--- src/hdl/adc_capture_consts.vh ---
// constants for the serial converter capture and scan controller
`ifndef ADC_CAPTURE_CONSTS_VH
`define ADC_CAPTURE_CONSTS_VH
`define WORD_BITS 16
`define SYNC_CHAIN_LEN 16
`define CHAN_BITS 3
`define CHAN_COUNT 8
`define TAG_BITS 18
`define SETTLE_NS 3000
`define CLK_NS 50
`define CONV_PERIOD_CYC 400
`define BIT_TRANSFER_CLOCK_HALF_CYC 4
`define FIFO_DEPTH 4
`define FIFO_AW 2
`define SYNC_WARM_CYC 3'h4
`define ST_IDLE 2'h0
`define ST_SETTLE 2'h1
`define ST_CONV 2'h2
`define ST_WAIT 2'h3
`endif

--- src/hdl/word_fifo.v ---
// small synchronous fifo with valid and ready on both sides
`include "adc_capture_consts.vh"
module word_fifo #(
  parameter WIDTH = 19,
  parameter DEPTH = `FIFO_DEPTH,
  parameter AW = `FIFO_AW
) (
  input wire clk,
  input wire rst_n,
  // fill side
  input wire in_valid,
  output wire in_ready,
  input wire [WIDTH-1:0] in_data,
  // drain side
  output wire out_valid,
  input wire out_ready,
  output reg [WIDTH-1:0] out_data
);
  reg [WIDTH-1:0] mem [0:DEPTH-1];
  reg [AW-1:0] wr_ptr_ff;
  reg [AW-1:0] rd_ptr_ff;
  reg [AW:0] count_ff;
  wire push;
  wire pop;
  wire [AW:0] depth_w;
  assign depth_w = DEPTH[AW:0];
  assign in_ready = (count_ff != depth_w);
  assign out_valid = (count_ff != {(AW+1){1'b0}});
  assign push = in_valid & in_ready;
  assign pop = out_valid & out_ready;
  always @*
  begin
    out_data = mem[rd_ptr_ff];
  end
  always @(posedge clk)
  begin
    if (push)
      mem[wr_ptr_ff] <= in_data;
  end
  always @(posedge clk or negedge rst_n)
  begin
    if (!rst_n)
    begin
      wr_ptr_ff <= {AW{1'b0}};
      rd_ptr_ff <= {AW{1'b0}};
      count_ff <= {(AW+1){1'b0}};
    end
    else
    begin
      if (push)
        wr_ptr_ff <= wr_ptr_ff + {{(AW-1){1'b0}}, 1'b1};
      if (pop)
        rd_ptr_ff <= rd_ptr_ff + {{(AW-1){1'b0}}, 1'b1};
      case ({push, pop})
        2'b10: count_ff <= count_ff + {{AW{1'b0}}, 1'b1};
        2'b01: count_ff <= count_ff - {{AW{1'b0}}, 1'b1};
        default: count_ff <= count_ff;
      endcase
    end
  end
endmodule

--- src/hdl/adc_scan_capture.v ---
// host-side capture and multiplexer scan controller for a serial converter
//
// Contract
// - deserialize serial result into 16-bit word
// - word valid one cycle plus 17 clocks
// - shift data and delay sync in chain
// - load strobe latches word, then valid flag
// - read strobe clears the data-valid flag unless the fifo holds another word
// - data, clock, sync, convert, tag and polarity select cross barrier
// - counter scans eight mux channels as tags
// - convert waits 3us after channel change
// - address held one conversion before tagging
// - delay register kept for any scan order
// - tag register loads on sync, shifts out
`include "adc_capture_consts.vh"
module adc_scan_capture #(
  parameter CONV_PERIOD = `CONV_PERIOD_CYC,
  parameter BIT_TRANSFER_CLOCK_HALF = `BIT_TRANSFER_CLOCK_HALF_CYC,
  parameter SETTLE_CYC = (`SETTLE_NS + `CLK_NS - 1) / `CLK_NS
) (
  // clock and reset
  input wire CLK,
  input wire RSTN,
  // converter link
  output reg BIT_TRANSFER_CLOCK,
  output reg CONVERT_N,
  output reg TAG_IN,
  input wire SERIAL_RESULT_OUT,
  input wire SYNC_IN,
  output wire SYNC_POLARITY_SELECT,
  // multiplexer
  output reg [`CHAN_BITS-1:0] MUX_ADDR,
  // control
  input wire SCAN_EN,
  input wire SYNC_ACTIVE_HIGH,
  // parallel result port
  output wire DATA_VALID_FLAG,
  output wire [`WORD_BITS-1:0] DATA_WORD,
  output wire [`CHAN_BITS-1:0] DATA_CHAN,
  input wire READ_STROBE,
  output wire OVERRUN
);
  // sync polarity driven out to converter; host undoes it on the way in
  assign SYNC_POLARITY_SELECT = SYNC_ACTIVE_HIGH;

  // serial data and sync come in; the bit clock, convert, tag and polarity select
  // go out, so an isolated link needs six channels across the barrier
  // three-stage input synchronisers; change seen once stages 2 and 3 agree
  reg [2:0] sd_sync_ff;
  reg [2:0] sy_sync_ff;
  reg sd_ff;
  reg sy_ff;
  always @(posedge CLK or negedge RSTN)
  begin
    if (!RSTN)
    begin
      sd_sync_ff <= 3'h0;
      sy_sync_ff <= 3'h0;
      sd_ff <= 1'b0;
      sy_ff <= 1'b0;
    end
    else
    begin
      sd_sync_ff <= {sd_sync_ff[1:0], SERIAL_RESULT_OUT};
      sy_sync_ff <= {sy_sync_ff[1:0], SYNC_IN};
      if (sd_sync_ff[1] == sd_sync_ff[2])
        sd_ff <= sd_sync_ff[2];
      if (sy_sync_ff[1] == sy_sync_ff[2])
        sy_ff <= sy_sync_ff[2];
    end
  end
  // the sync stages reset low, which reads as an active pulse while the
  // select is low; sync stays off until the stages hold the pin
  reg [2:0] warm_ff;
  always @(posedge CLK or negedge RSTN)
  begin
    if (!RSTN)
      warm_ff <= 3'h0;
    else if (warm_ff != `SYNC_WARM_CYC)
      warm_ff <= warm_ff + 3'h1;
  end
  // sync normalised to active high whatever the select
  wire sync_act;
  assign sync_act = (warm_ff == `SYNC_WARM_CYC) &
                    (SYNC_ACTIVE_HIGH ? sy_ff : ~sy_ff);

  // bit clock made here by dividing CLK; a rise tick stands for its edge
  reg [7:0] div_ff;
  reg bit_transfer_clock_rise;
  always @(posedge CLK or negedge RSTN)
  begin
    if (!RSTN)
    begin
      div_ff <= 8'h00;
      BIT_TRANSFER_CLOCK <= 1'b0;
      bit_transfer_clock_rise <= 1'b0;
    end
    else
    begin
      bit_transfer_clock_rise <= 1'b0;
      if (div_ff == BIT_TRANSFER_CLOCK_HALF - 1)
      begin
        div_ff <= 8'h00;
        BIT_TRANSFER_CLOCK <= ~BIT_TRANSFER_CLOCK;
        bit_transfer_clock_rise <= ~BIT_TRANSFER_CLOCK;
      end
      else
        div_ff <= div_ff + 8'h01;
    end
  end
  // sample link inputs a half period after the rise, where the
  // synchronised data is settled; costs latency but avoids the edge
  reg samp_tick;
  always @(posedge CLK or negedge RSTN)
  begin
    if (!RSTN)
    begin
      samp_tick <= 1'b0;
    end
    else
    begin
      samp_tick <= (div_ff == BIT_TRANSFER_CLOCK_HALF - 1) & BIT_TRANSFER_CLOCK;
    end
  end

  // capture path: data shifter and sync delay chain
  // the sync sample and the sixteen data samples after it fill the chain
  // together, so the word is whole in the shifter when the chain end is
  // seen; no separate bit counter is needed
  reg [`WORD_BITS-1:0] shift_ff;
  reg [`SYNC_CHAIN_LEN-1:0] sync_chain_ff;
  reg [`WORD_BITS-1:0] word_ff;
  reg word_load_strobe;
  reg data_valid_ff;
  reg overrun_ff;
  wire chain_end;
  assign chain_end = sync_chain_ff[`SYNC_CHAIN_LEN-1];
  always @(posedge CLK or negedge RSTN)
  begin
    if (!RSTN)
    begin
      shift_ff <= {`WORD_BITS{1'b0}};
      sync_chain_ff <= {`SYNC_CHAIN_LEN{1'b0}};
      word_load_strobe <= 1'b0;
    end
    else if (samp_tick)
    begin
      shift_ff <= {shift_ff[`WORD_BITS-2:0], sd_ff};
      sync_chain_ff <= {sync_chain_ff[`SYNC_CHAIN_LEN-2:0], sync_act};
      word_load_strobe <= chain_end;
    end
    else
      word_load_strobe <= 1'b0;
  end

  // word and its channel leave through the fifo so a slow reader is
  // buffered; a full fifo drops the word and flags overrun
  reg [`CHAN_BITS-1:0] tag_hold_ff;
  wire fifo_in_ready;
  wire fifo_out_valid;
  wire [`WORD_BITS+`CHAN_BITS-1:0] fifo_out;
  wire pop_req;
  word_fifo #(
    .WIDTH(`WORD_BITS + `CHAN_BITS),
    .DEPTH(`FIFO_DEPTH),
    .AW(`FIFO_AW)
  ) u_fifo (
    .clk(CLK),
    .rst_n(RSTN),
    .in_valid(word_load_strobe),
    .in_ready(fifo_in_ready),
    .in_data({shift_ff, tag_hold_ff}),
    .out_valid(fifo_out_valid),
    .out_ready(pop_req),
    .out_data(fifo_out)
  );
  assign pop_req = fifo_out_valid & (~data_valid_ff | READ_STROBE);
  reg [`CHAN_BITS-1:0] chan_ff;
  always @(posedge CLK or negedge RSTN)
  begin
    if (!RSTN)
    begin
      word_ff <= {`WORD_BITS{1'b0}};
      chan_ff <= {`CHAN_BITS{1'b0}};
      data_valid_ff <= 1'b0;
      overrun_ff <= 1'b0;
    end
    else
    begin
      if (pop_req)
      begin
        word_ff <= fifo_out[`WORD_BITS+`CHAN_BITS-1:`CHAN_BITS];
        chan_ff <= fifo_out[`CHAN_BITS-1:0];
        data_valid_ff <= 1'b1; // set wins over read
      end
      else if (READ_STROBE)
        data_valid_ff <= 1'b0;
      if (word_load_strobe & ~fifo_in_ready)
        overrun_ff <= 1'b1;
      else if (READ_STROBE)
        overrun_ff <= 1'b0;
    end
  end
  assign DATA_WORD = word_ff;
  assign DATA_CHAN = chan_ff;
  assign DATA_VALID_FLAG = data_valid_ff;
  assign OVERRUN = overrun_ff;

  // scan sequencer: settle, convert, step channel, wait out the period
  // the channel steps as the convert ends, so it has the rest of the period to
  // settle; the delay register keeps the old channel for the tag of the
  // word now in conversion, whatever order the channels come in
  reg [1:0] state_ff;
  reg [15:0] cnt_ff;
  reg [`CHAN_BITS-1:0] addr_dly_ff;
  always @(posedge CLK or negedge RSTN)
  begin
    if (!RSTN)
    begin
      state_ff <= `ST_IDLE;
      cnt_ff <= 16'h0000;
      MUX_ADDR <= {`CHAN_BITS{1'b0}};
      addr_dly_ff <= {`CHAN_BITS{1'b0}};
      CONVERT_N <= 1'b1;
    end
    else
    begin
      case (state_ff)
        `ST_IDLE:
        begin
          CONVERT_N <= 1'b1;
          cnt_ff <= 16'h0000;
          if (SCAN_EN)
            state_ff <= `ST_SETTLE;
        end
        `ST_SETTLE:
        begin
          cnt_ff <= cnt_ff + 16'h0001;
          if (cnt_ff == SETTLE_CYC - 1)
          begin
            CONVERT_N <= 1'b0;
            cnt_ff <= 16'h0000;
            state_ff <= `ST_CONV;
          end
        end
        `ST_CONV:
        begin
          cnt_ff <= cnt_ff + 16'h0001;
          if (cnt_ff == 2 * BIT_TRANSFER_CLOCK_HALF - 1)
          begin
            CONVERT_N <= 1'b1;
            addr_dly_ff <= MUX_ADDR;
            MUX_ADDR <= MUX_ADDR + {{(`CHAN_BITS-1){1'b0}}, 1'b1};
            state_ff <= `ST_WAIT;
          end
        end
        `ST_WAIT:
        begin
          cnt_ff <= cnt_ff + 16'h0001;
          if (cnt_ff == CONV_PERIOD - SETTLE_CYC - 1)
          begin
            cnt_ff <= 16'h0000;
            state_ff <= SCAN_EN ? `ST_SETTLE : `ST_IDLE;
          end
        end
        default: state_ff <= `ST_IDLE;
      endcase
    end
  end

  // tag shifter: load on sync at a bit-clock rise, then shift MSB first
  // zeros follow the three tag bits; they land in the converter's
  // shifter after the tag and are never captured here
  reg [`CHAN_BITS-1:0] tag_sh_ff;
  always @(posedge CLK or negedge RSTN)
  begin
    if (!RSTN)
    begin
      tag_sh_ff <= {`CHAN_BITS{1'b0}};
      tag_hold_ff <= {`CHAN_BITS{1'b0}};
      TAG_IN <= 1'b0;
    end
    else if (bit_transfer_clock_rise)
    begin
      if (sync_act)
      begin
        tag_sh_ff <= addr_dly_ff;
        tag_hold_ff <= addr_dly_ff;
      end
      else
        tag_sh_ff <= {tag_sh_ff[`CHAN_BITS-2:0], 1'b0};
      TAG_IN <= sync_act ? addr_dly_ff[`CHAN_BITS-1]
                         : tag_sh_ff[`CHAN_BITS-2];
    end
  end
endmodule

--- config.mk ---
export PLATFORM = sky130hd
export DESIGN_NAME = adc_scan_capture
export DESIGN_NICKNAME = d
export VERILOG_FILES = /design/src/hdl/word_fifo.v /design/src/hdl/adc_scan_capture.v
export VERILOG_INCLUDE_DIRS = /design/src /design/src/hdl
export SDC_FILE = /design/constraint.sdc
export NUM_CORES = 1
export LEC_CHECK = 0
export BUFFER_PORTS_ARGS = -buffer_cell sky130_fd_sc_hd__buf_2
export CAP_MARGIN = 20
export CORE_MARGIN = 3
export CORE_UTILIZATION = 60
export CTS_CLUSTER_DIAMETER = 120
export DETAILED_ROUTE_END_ITERATION = 6
export PLACE_DENSITY = 0.78
export SLEW_MARGIN = 20
export SYNTH_ARGS = -nofsm -noshare
export SYNTH_HDL_FRONTEND = slang
export SYNTH_SLANG_ARGS = --single-unit
--- constraint.sdc ---
create_clock -name CLK -period 4.5 [get_ports CLK]
set_input_delay 0.225 -clock CLK [delete_from_list [all_inputs] [get_ports CLK]]
set_output_delay 0.225 -clock CLK [all_outputs]
set_load 0.02 [all_outputs]
=== Word-level counts from Yosys, hierarchy flattened ===
Memories as Yosys holds them, arrays and structs flattened. A register that Yosys moved wholly into a read port is not among the register bits.
Index checks and enable logic that the tools add are counted.

* Logic and storage cells: 98
* Memories kept: 1
* Bits in latches: 0
* Bits of input ports: 7
* ROM bits: 0
* Register bits after elaboration: 95
* Output and inout bits: 28
* Memory bits (writable): 76

{| class="wikitable"
|+ Memory list
! memory !! depth !! bits a word !! rd ports !! clocked after Yosys merged registers in !! wr ports !! RTL line !! text
|-
| u_fifo.mem || 4 || 19 || 1 || 1 || 1 || word_fifo.v:19 || <nowiki>reg [WIDTH-1:0] mem [0:DEPTH-1];</nowiki>
|}

* Multiplexer cells: 24
* Shift operators: 0
* $lt $le $gt $ge: 0
* Add/sub/neg operators: 8
* Equal/unequal tests: 18
* $mul: 0
* Reduce and logical (&&, ||, !) cells: 11
* Bitwise operators: 11
* Div/mod/pow operators: 0

{| class="wikitable"
|+ Operators with widths
! kind !! count
|-
| $pmux 16 s4 || 1
|-
| $mux 16 || 2
|-
| $add 16x1->16 const B || 1
|-
| $eq 16x3->1 const B || 1
|-
| $eq 16x6->1 const B || 1
|-
| $eq 16x9->1 const B || 1
|-
| $mux 1 || 12
|-
| $mux 2 || 5
|-
| $add 3x1->3 const B || 3
|-
| $add 8x1->8 const B || 1
|-
| $eq 8x2->1 const B || 1
|-
| $mux 8 || 1
|-
| $ne 2x2->1 const B || 4
|-
| $pmux 2 s4 || 1
|-
| $and 1x1->1 || 6
|-
| $eq 2x2->1 const B || 3
|-
| $ne 3x3->1 const B || 2
|-
| $pmux 3 s2 || 1
|-
| $reduce_bool 2->1 || 3
|-
| $reduce_bool 3->1 || 2
|-
| $add 2x1->2 const B || 2
|-
| $eq 2x1->1 const B || 2
|-
| $not 1->1 || 4
|-
| $reduce_and 2->1 || 2
|-
| other kinds (9) || 10
|}

=== Depth between registers and ports, before layout ===
* Depth after elaboration: 6
* Depth in mapped cells: 9
* Mapped depth without buffers: 9

=== Cells and area by module ===
Synthesis repeated with hierarchy kept, for this count alone.

* Cell total of the unflattened synthesis: 458
* Area, all modules: 7548.5 sq um

{| class="wikitable"
|+ Modules (own cells, without submodules)
! module !! seq. area each (sq um) !! area each (sq um) !! instances !! cells each
|-
| adc_scan_capture || 2678.8 || 4374.2 || 1 || 322
|-
| word_fifo || 2457.4 || 3174.3 || 1 || 136
|}

=== Least setup slack after synthesis ===
OpenSTA, ideal clock, no wires.

* Path type: reg-to-reg
* From: reg cnt_ff[12]
* To: reg state_ff[1]
* Required time: 4.375 ns
* Arrival: 2.297 ns
* Buffers on the path: 0
* Clock period less this slack: 2.422 ns
* Slack: 2.078 ns
* Setup time: 0.125 ns
* Cell stages (with the launch flop): 6
* Path through: dfrtp_1 > or4_1 > or2_1 > or3_4 > a2111oi_4 > mux2_4

* Word-level cells in the longest chain between the ends: 3
* Elaborated cells between the ends (all ways): 7
* Classes of those cells: 6 x eq/ne; 1 x reduce/logical

{| class="wikitable"
|+ RTL lines
! item !! RTL line !! text
|-
| start, declared || adc_scan_capture.v:214 || <nowiki>reg [15:0] cnt_ff;</nowiki>
|-
| start signal, assigned || adc_scan_capture.v:238 || <nowiki>cnt_ff <= cnt_ff + 16'h0001;</nowiki>
|-
| start signal, assigned || adc_scan_capture.v:248 || <nowiki>cnt_ff <= cnt_ff + 16'h0001;</nowiki>
|-
| start signal, assigned || adc_scan_capture.v:259 || <nowiki>cnt_ff <= cnt_ff + 16'h0001;</nowiki>
|-
| $eq 16x9->1 (tied with other cells) || adc_scan_capture.v:260 || <nowiki>if (cnt_ff == CONV_PERIOD - SETTLE_CYC - 1)</nowiki>
|-
| $ne 2x2->1 (no source line) || n/a ||
|-
| $reduce_and 4->1 (no source line) (*) || n/a ||
|-
| end signal, assigned || adc_scan_capture.v:254 || <nowiki>state_ff <= `ST_WAIT;</nowiki>
|-
| end signal, assigned || adc_scan_capture.v:263 || <nowiki>state_ff <= SCAN_EN ? `ST_SETTLE : `ST_IDLE;</nowiki>
|-
| end signal, assigned || adc_scan_capture.v:266 || <nowiki>default: state_ff <= `ST_IDLE;</nowiki>
|-
| end, declared || adc_scan_capture.v:213 || <nowiki>reg [1:0] state_ff;</nowiki>
|}

Mark *: on every way between the ends. The rest lies on a longest branch, timed or not.
A chain may end at the register's enable or synchronous reset.

=== Final worst setup path ===
* From: reg cnt_ff[7]
* To: reg cnt_ff[13]

* Word-level cells in the longest chain between the ends: 3
* Elaborated cells between the ends (all ways): 6
* Classes of those cells: 1 x add/sub; 2 x eq/ne; 3 x mux

{| class="wikitable"
|+ RTL lines
! item !! RTL line !! text
|-
| $add 16x1->16 (tied with other cells) || adc_scan_capture.v:238, adc_scan_capture.v:248, adc_scan_capture.v:259 ||
|-
| $mux 16, on equally long branches || adc_scan_capture.v:260, adc_scan_capture.v:239 ||
|-
| $pmux 16 s4 (*) || adc_scan_capture.v:228 || <nowiki>case (state_ff)</nowiki>
|}

Marks and branches as above.

==> flow_metrics.py <==
metrics = {
    "cts": {
        "clock-root-buffer": "clkbuf_16",
        "cts_post_setup_buffers_inserted": 0,
        "clkLatencyLatePin_ns": 0.42,
        "cts_sinks": 190,
        "cts_tree": "built",
        "cts_buffer_depth": 2,
        "htree_levels": 4,
        "cts_resized": 0,
        "clk_pin_slew_ns": 0.06,
        "cts_made_buffers": 17,
        "holdBufCountCts": 4,
    },
    "placement": {
        "port_buffers": 34,
        "routabilityCongestion": 0.7808,
        "hpwl_um": 6905,
    },
    "setup_path": {
        "startpoint_type": "flip-flop",
        "regToRegEndpoint": "cnt_ff[13]",
        "critical_path.max_fanout": 16,
        "r2r_cells": 5,
        "critPathCaptureType": "flip-flop",
        "r2r-start": "cnt_ff[7]",
        "crit_type": "reg -> reg",
        "cp.arrival_ns": 2.92,
        "cp.required_ns": 4.77,
        "ff2ff_setup_slack_ns": 1.85,
    },
    "yosys": {
        "yosysSeqAreaShare_pct": 68.77,
        "netlist_area_um2": 7468,
        "yosysTopAreaCell": "dfrtp_1",
        "yosysTopAreaCellShare_pct": 37.86,
        "yosysWarnings": 0,
        "avgSynthCellArea_um2": 16.38,
        "yosysMostFrequentCell": "dfrtp_1",
        "ys_top_cells_by_area": "dfrtp_1 (38%), edfxtp_1 (31%), mux2_2 (8.6%)",
        "synth-main-ff-cell": "dfrtp_1",
        "syn_nets": 479,
        "synthArstFlopShare_pct": 60.00,
        "synth.distinct_cells": 44,
        "ys_ff_latch": 190,
        "synth_common_cells": "dfrtp_1 (113), edfxtp_1 (76), mux2_2 (57)",
        "syn_inst": 456,
        "synth_edf_count": 76,
    },
    "power_and_ir_drop": {
        "power.internal_mw": 2.890,
        "swShare_pct": 22.12,
        "comb_power_share_pct": 7.6,
        "clock_power_share_pct": 41.6,
        "p_seq_share_pct": 50.8,
        "power_density_nw_per_um2": 437.6,
        "p_switching_uw": 821.1,
        "p_leak_nw": 3.514,
        "ir_drop_mv": 0.3626,
    },
    "min_path": {
        "hold_path_end": "state_ff[0]",
        "hold_class": "in -> reg",
        "hp-start": "SCAN_EN",
        "whs_path_depth": 4,
    },
    "timing": {
        "finalSetupViolCount": 0,
        "finalCriticalPeriod_ns": 2.647,
        "clock.fmax_ghz": 0.3777,
        "fin_crit_sh_pct": 58.83,
        "rsz0062_at_grt": "false",
        "hold_violations": 0,
        "slew_viol_final": 0,
        "finClkSkew_ns": 0.007757,
        "fin_tns_setup_ns": 0,
        "whs_ns": 0.2636,
        "slew_headroom_pct": 29.69,
        "worst_pin_slew_ns": 1.055,
    },
    "layout": {
        "fin_nets": 527,
        "area_delta_synth_final_pct": 13.57,
        "diodes": 0,
        "drive_gt1_share_pct": 29.79,
        "fill_cells": 789,
    },
    "global_route": {
        "grtUsageTotal_pct": 18.58,
        "grt_pass1_wl_um": 19850,
        "met3_usage_pct": 4.613,
        "antenna_found_initial": 0,
        "grt_pass1_vias": 3979,
        "grt_busiest_layer": "met2",
        "grt_start_max_net_pins": 77,
        "gr-usage-met1_pct": 22.34,
        "grt-ovfl-total": 0,
        "met2_usage_pct": 32.41,
    },
    "outcome": {
        "outcome": "complete, no violations",
    },
    "drt": {
        "vias_per_cell": 5.473,
        "vias": 3749,
        "drt_iter0_drc": 191,
        "firstDrtPassIters": 4,
        "drc": 0,
        "routed_wl_um": 11720,
        "ant_nets": 0,
        "wl_per_cell_um": 17.11,
    },
    "floorplanning": {
        "die-height_um": 117.6,
        "core_area_um2": 12110,
        "ios": 35,
        "rows": 40,
        "start_util_pct": 61.66,
        "dieArea_um2": 13820,
        "die_x_um": 117.6,
    },
    "run": {
        "cap_violations": 0,
    },
}
-- layout by cell type (no fill, tap or decap), types with 3 or more instances in the layout --
cell type / synthesis / final
edfxtp_1: 76 / 76
nor2_1: 33 / 33
bufinv_16: 0 / 4
mux2i_1: 4 / 4
dlygate4sd3_1: 0 / 4
nand3_1: 14 / 14
nand2_1: 14 / 14
o21ai_0: 5 / 5
buf_2: 1 / 33
mux4_2: 19 / 19
buf_4: 1 / 5
mux2_2: 57 / 57
inv_1: 18 / 18
xnor2_1: 20 / 20
ha_1: 15 / 15
and3_1: 4 / 4
clkinv_2: 0 / 3
dfrtp_1: 113 / 113
xor2_1: 11 / 11
clkbuf_16: 0 / 17
nor2b_1: 3 / 3
and2_1: 6 / 6
-- power groups by stage --
stage | clock (mW) | sequential [mW] | combinational, mW
floorplan | 0 | 1.91 | 0.227
global placement | 0 | 1.91 | 0.270
detailed placement | 0 | 1.92 | 0.281
CTS | 1.57 | 1.89 | 0.286
global route | 1.65 | 1.89 | 0.311
finish | 1.54 | 1.89 | 0.283
-- cell families (layout without fill, tap and decap cells) --
family / after synthesis / count (layout) / synth area share [%]
and+or+nand+nor: 89 / 89 / 5.830
AOI/OAI and AO/OA: 16 / 16 / 1.927
adders and majority gates: 18 / 18 / 3.049
buffers and inverters: 31 / 92 / 1.726
xor gates and xnor gates: 31 / 31 / 3.635
DFF: 190 / 190 / 68.77
muxes: 81 / 81 / 15.06
-- per-stage QoR --
step	setup WS [ns]	cells	power (mW)	util (%)	instance area [um2]
finish	1.853	685	3.712	70.03	8482
global route	1.691	685	3.849	70.03	8482
CTS	1.848	685	3.745	70.03	8482
detailed placement	1.882	649	2.200	64.60	7824
global placement	1.956	649	2.185	64.60	7824
floorplan	2.078	456	2.139	-	7468
-- registers in the layout, summed over array words and instances, names as in the netlist, 8 cells and up --
name and flops:
DATA_WORD 16, cnt_ff 16, div_ff 8, shift_ff 16, sync_chain_ff 16, u_fifo.mem 76
-- final cells by class --
cell class	instances	area [um2]	share of cell area [%]
Clock buffer	17	425.4	5.015
Clock inverter	15	192.7	2.272
Inverter	18	67.56	0.7966
Multi-Input combinational cell	235	2207	26.02
Sequential cell	190	5136	60.55
Tap cell	168	210.2	2.478
Timing Repair Buffer	42	242.7	2.862
-- how the worst max path moves through the flow --
stage / startpoint / to / slack [ns]
floorplan: cnt_ff[12] / state_ff[1] / 2.08
global placement: cnt_ff[12] / cnt_ff[8] / 1.96
detailed placement: cnt_ff[12] / cnt_ff[13] / 1.88
CTS: cnt_ff[7] / cnt_ff[13] / 1.85
global route: cnt_ff[12] / cnt_ff[13] / 1.69
finish: cnt_ff[7] / cnt_ff[13] / 1.85
-- layer usage --
metal,share of wire [%],vias up
met5,0,-
met4,1.6,0
met3,2.8,15
met1,43,1921
li1,-,1745
met2,53,68
-- worst max-delay path: stages (launching register included) --
cell and delay [ns]:
dfrtp_1 0.42, or4_1 0.57, or2_1 0.27, o41a_2 0.54, o31ai_4 0.57, nor2_1 0.13
Power figures use the tool's default switching activity.
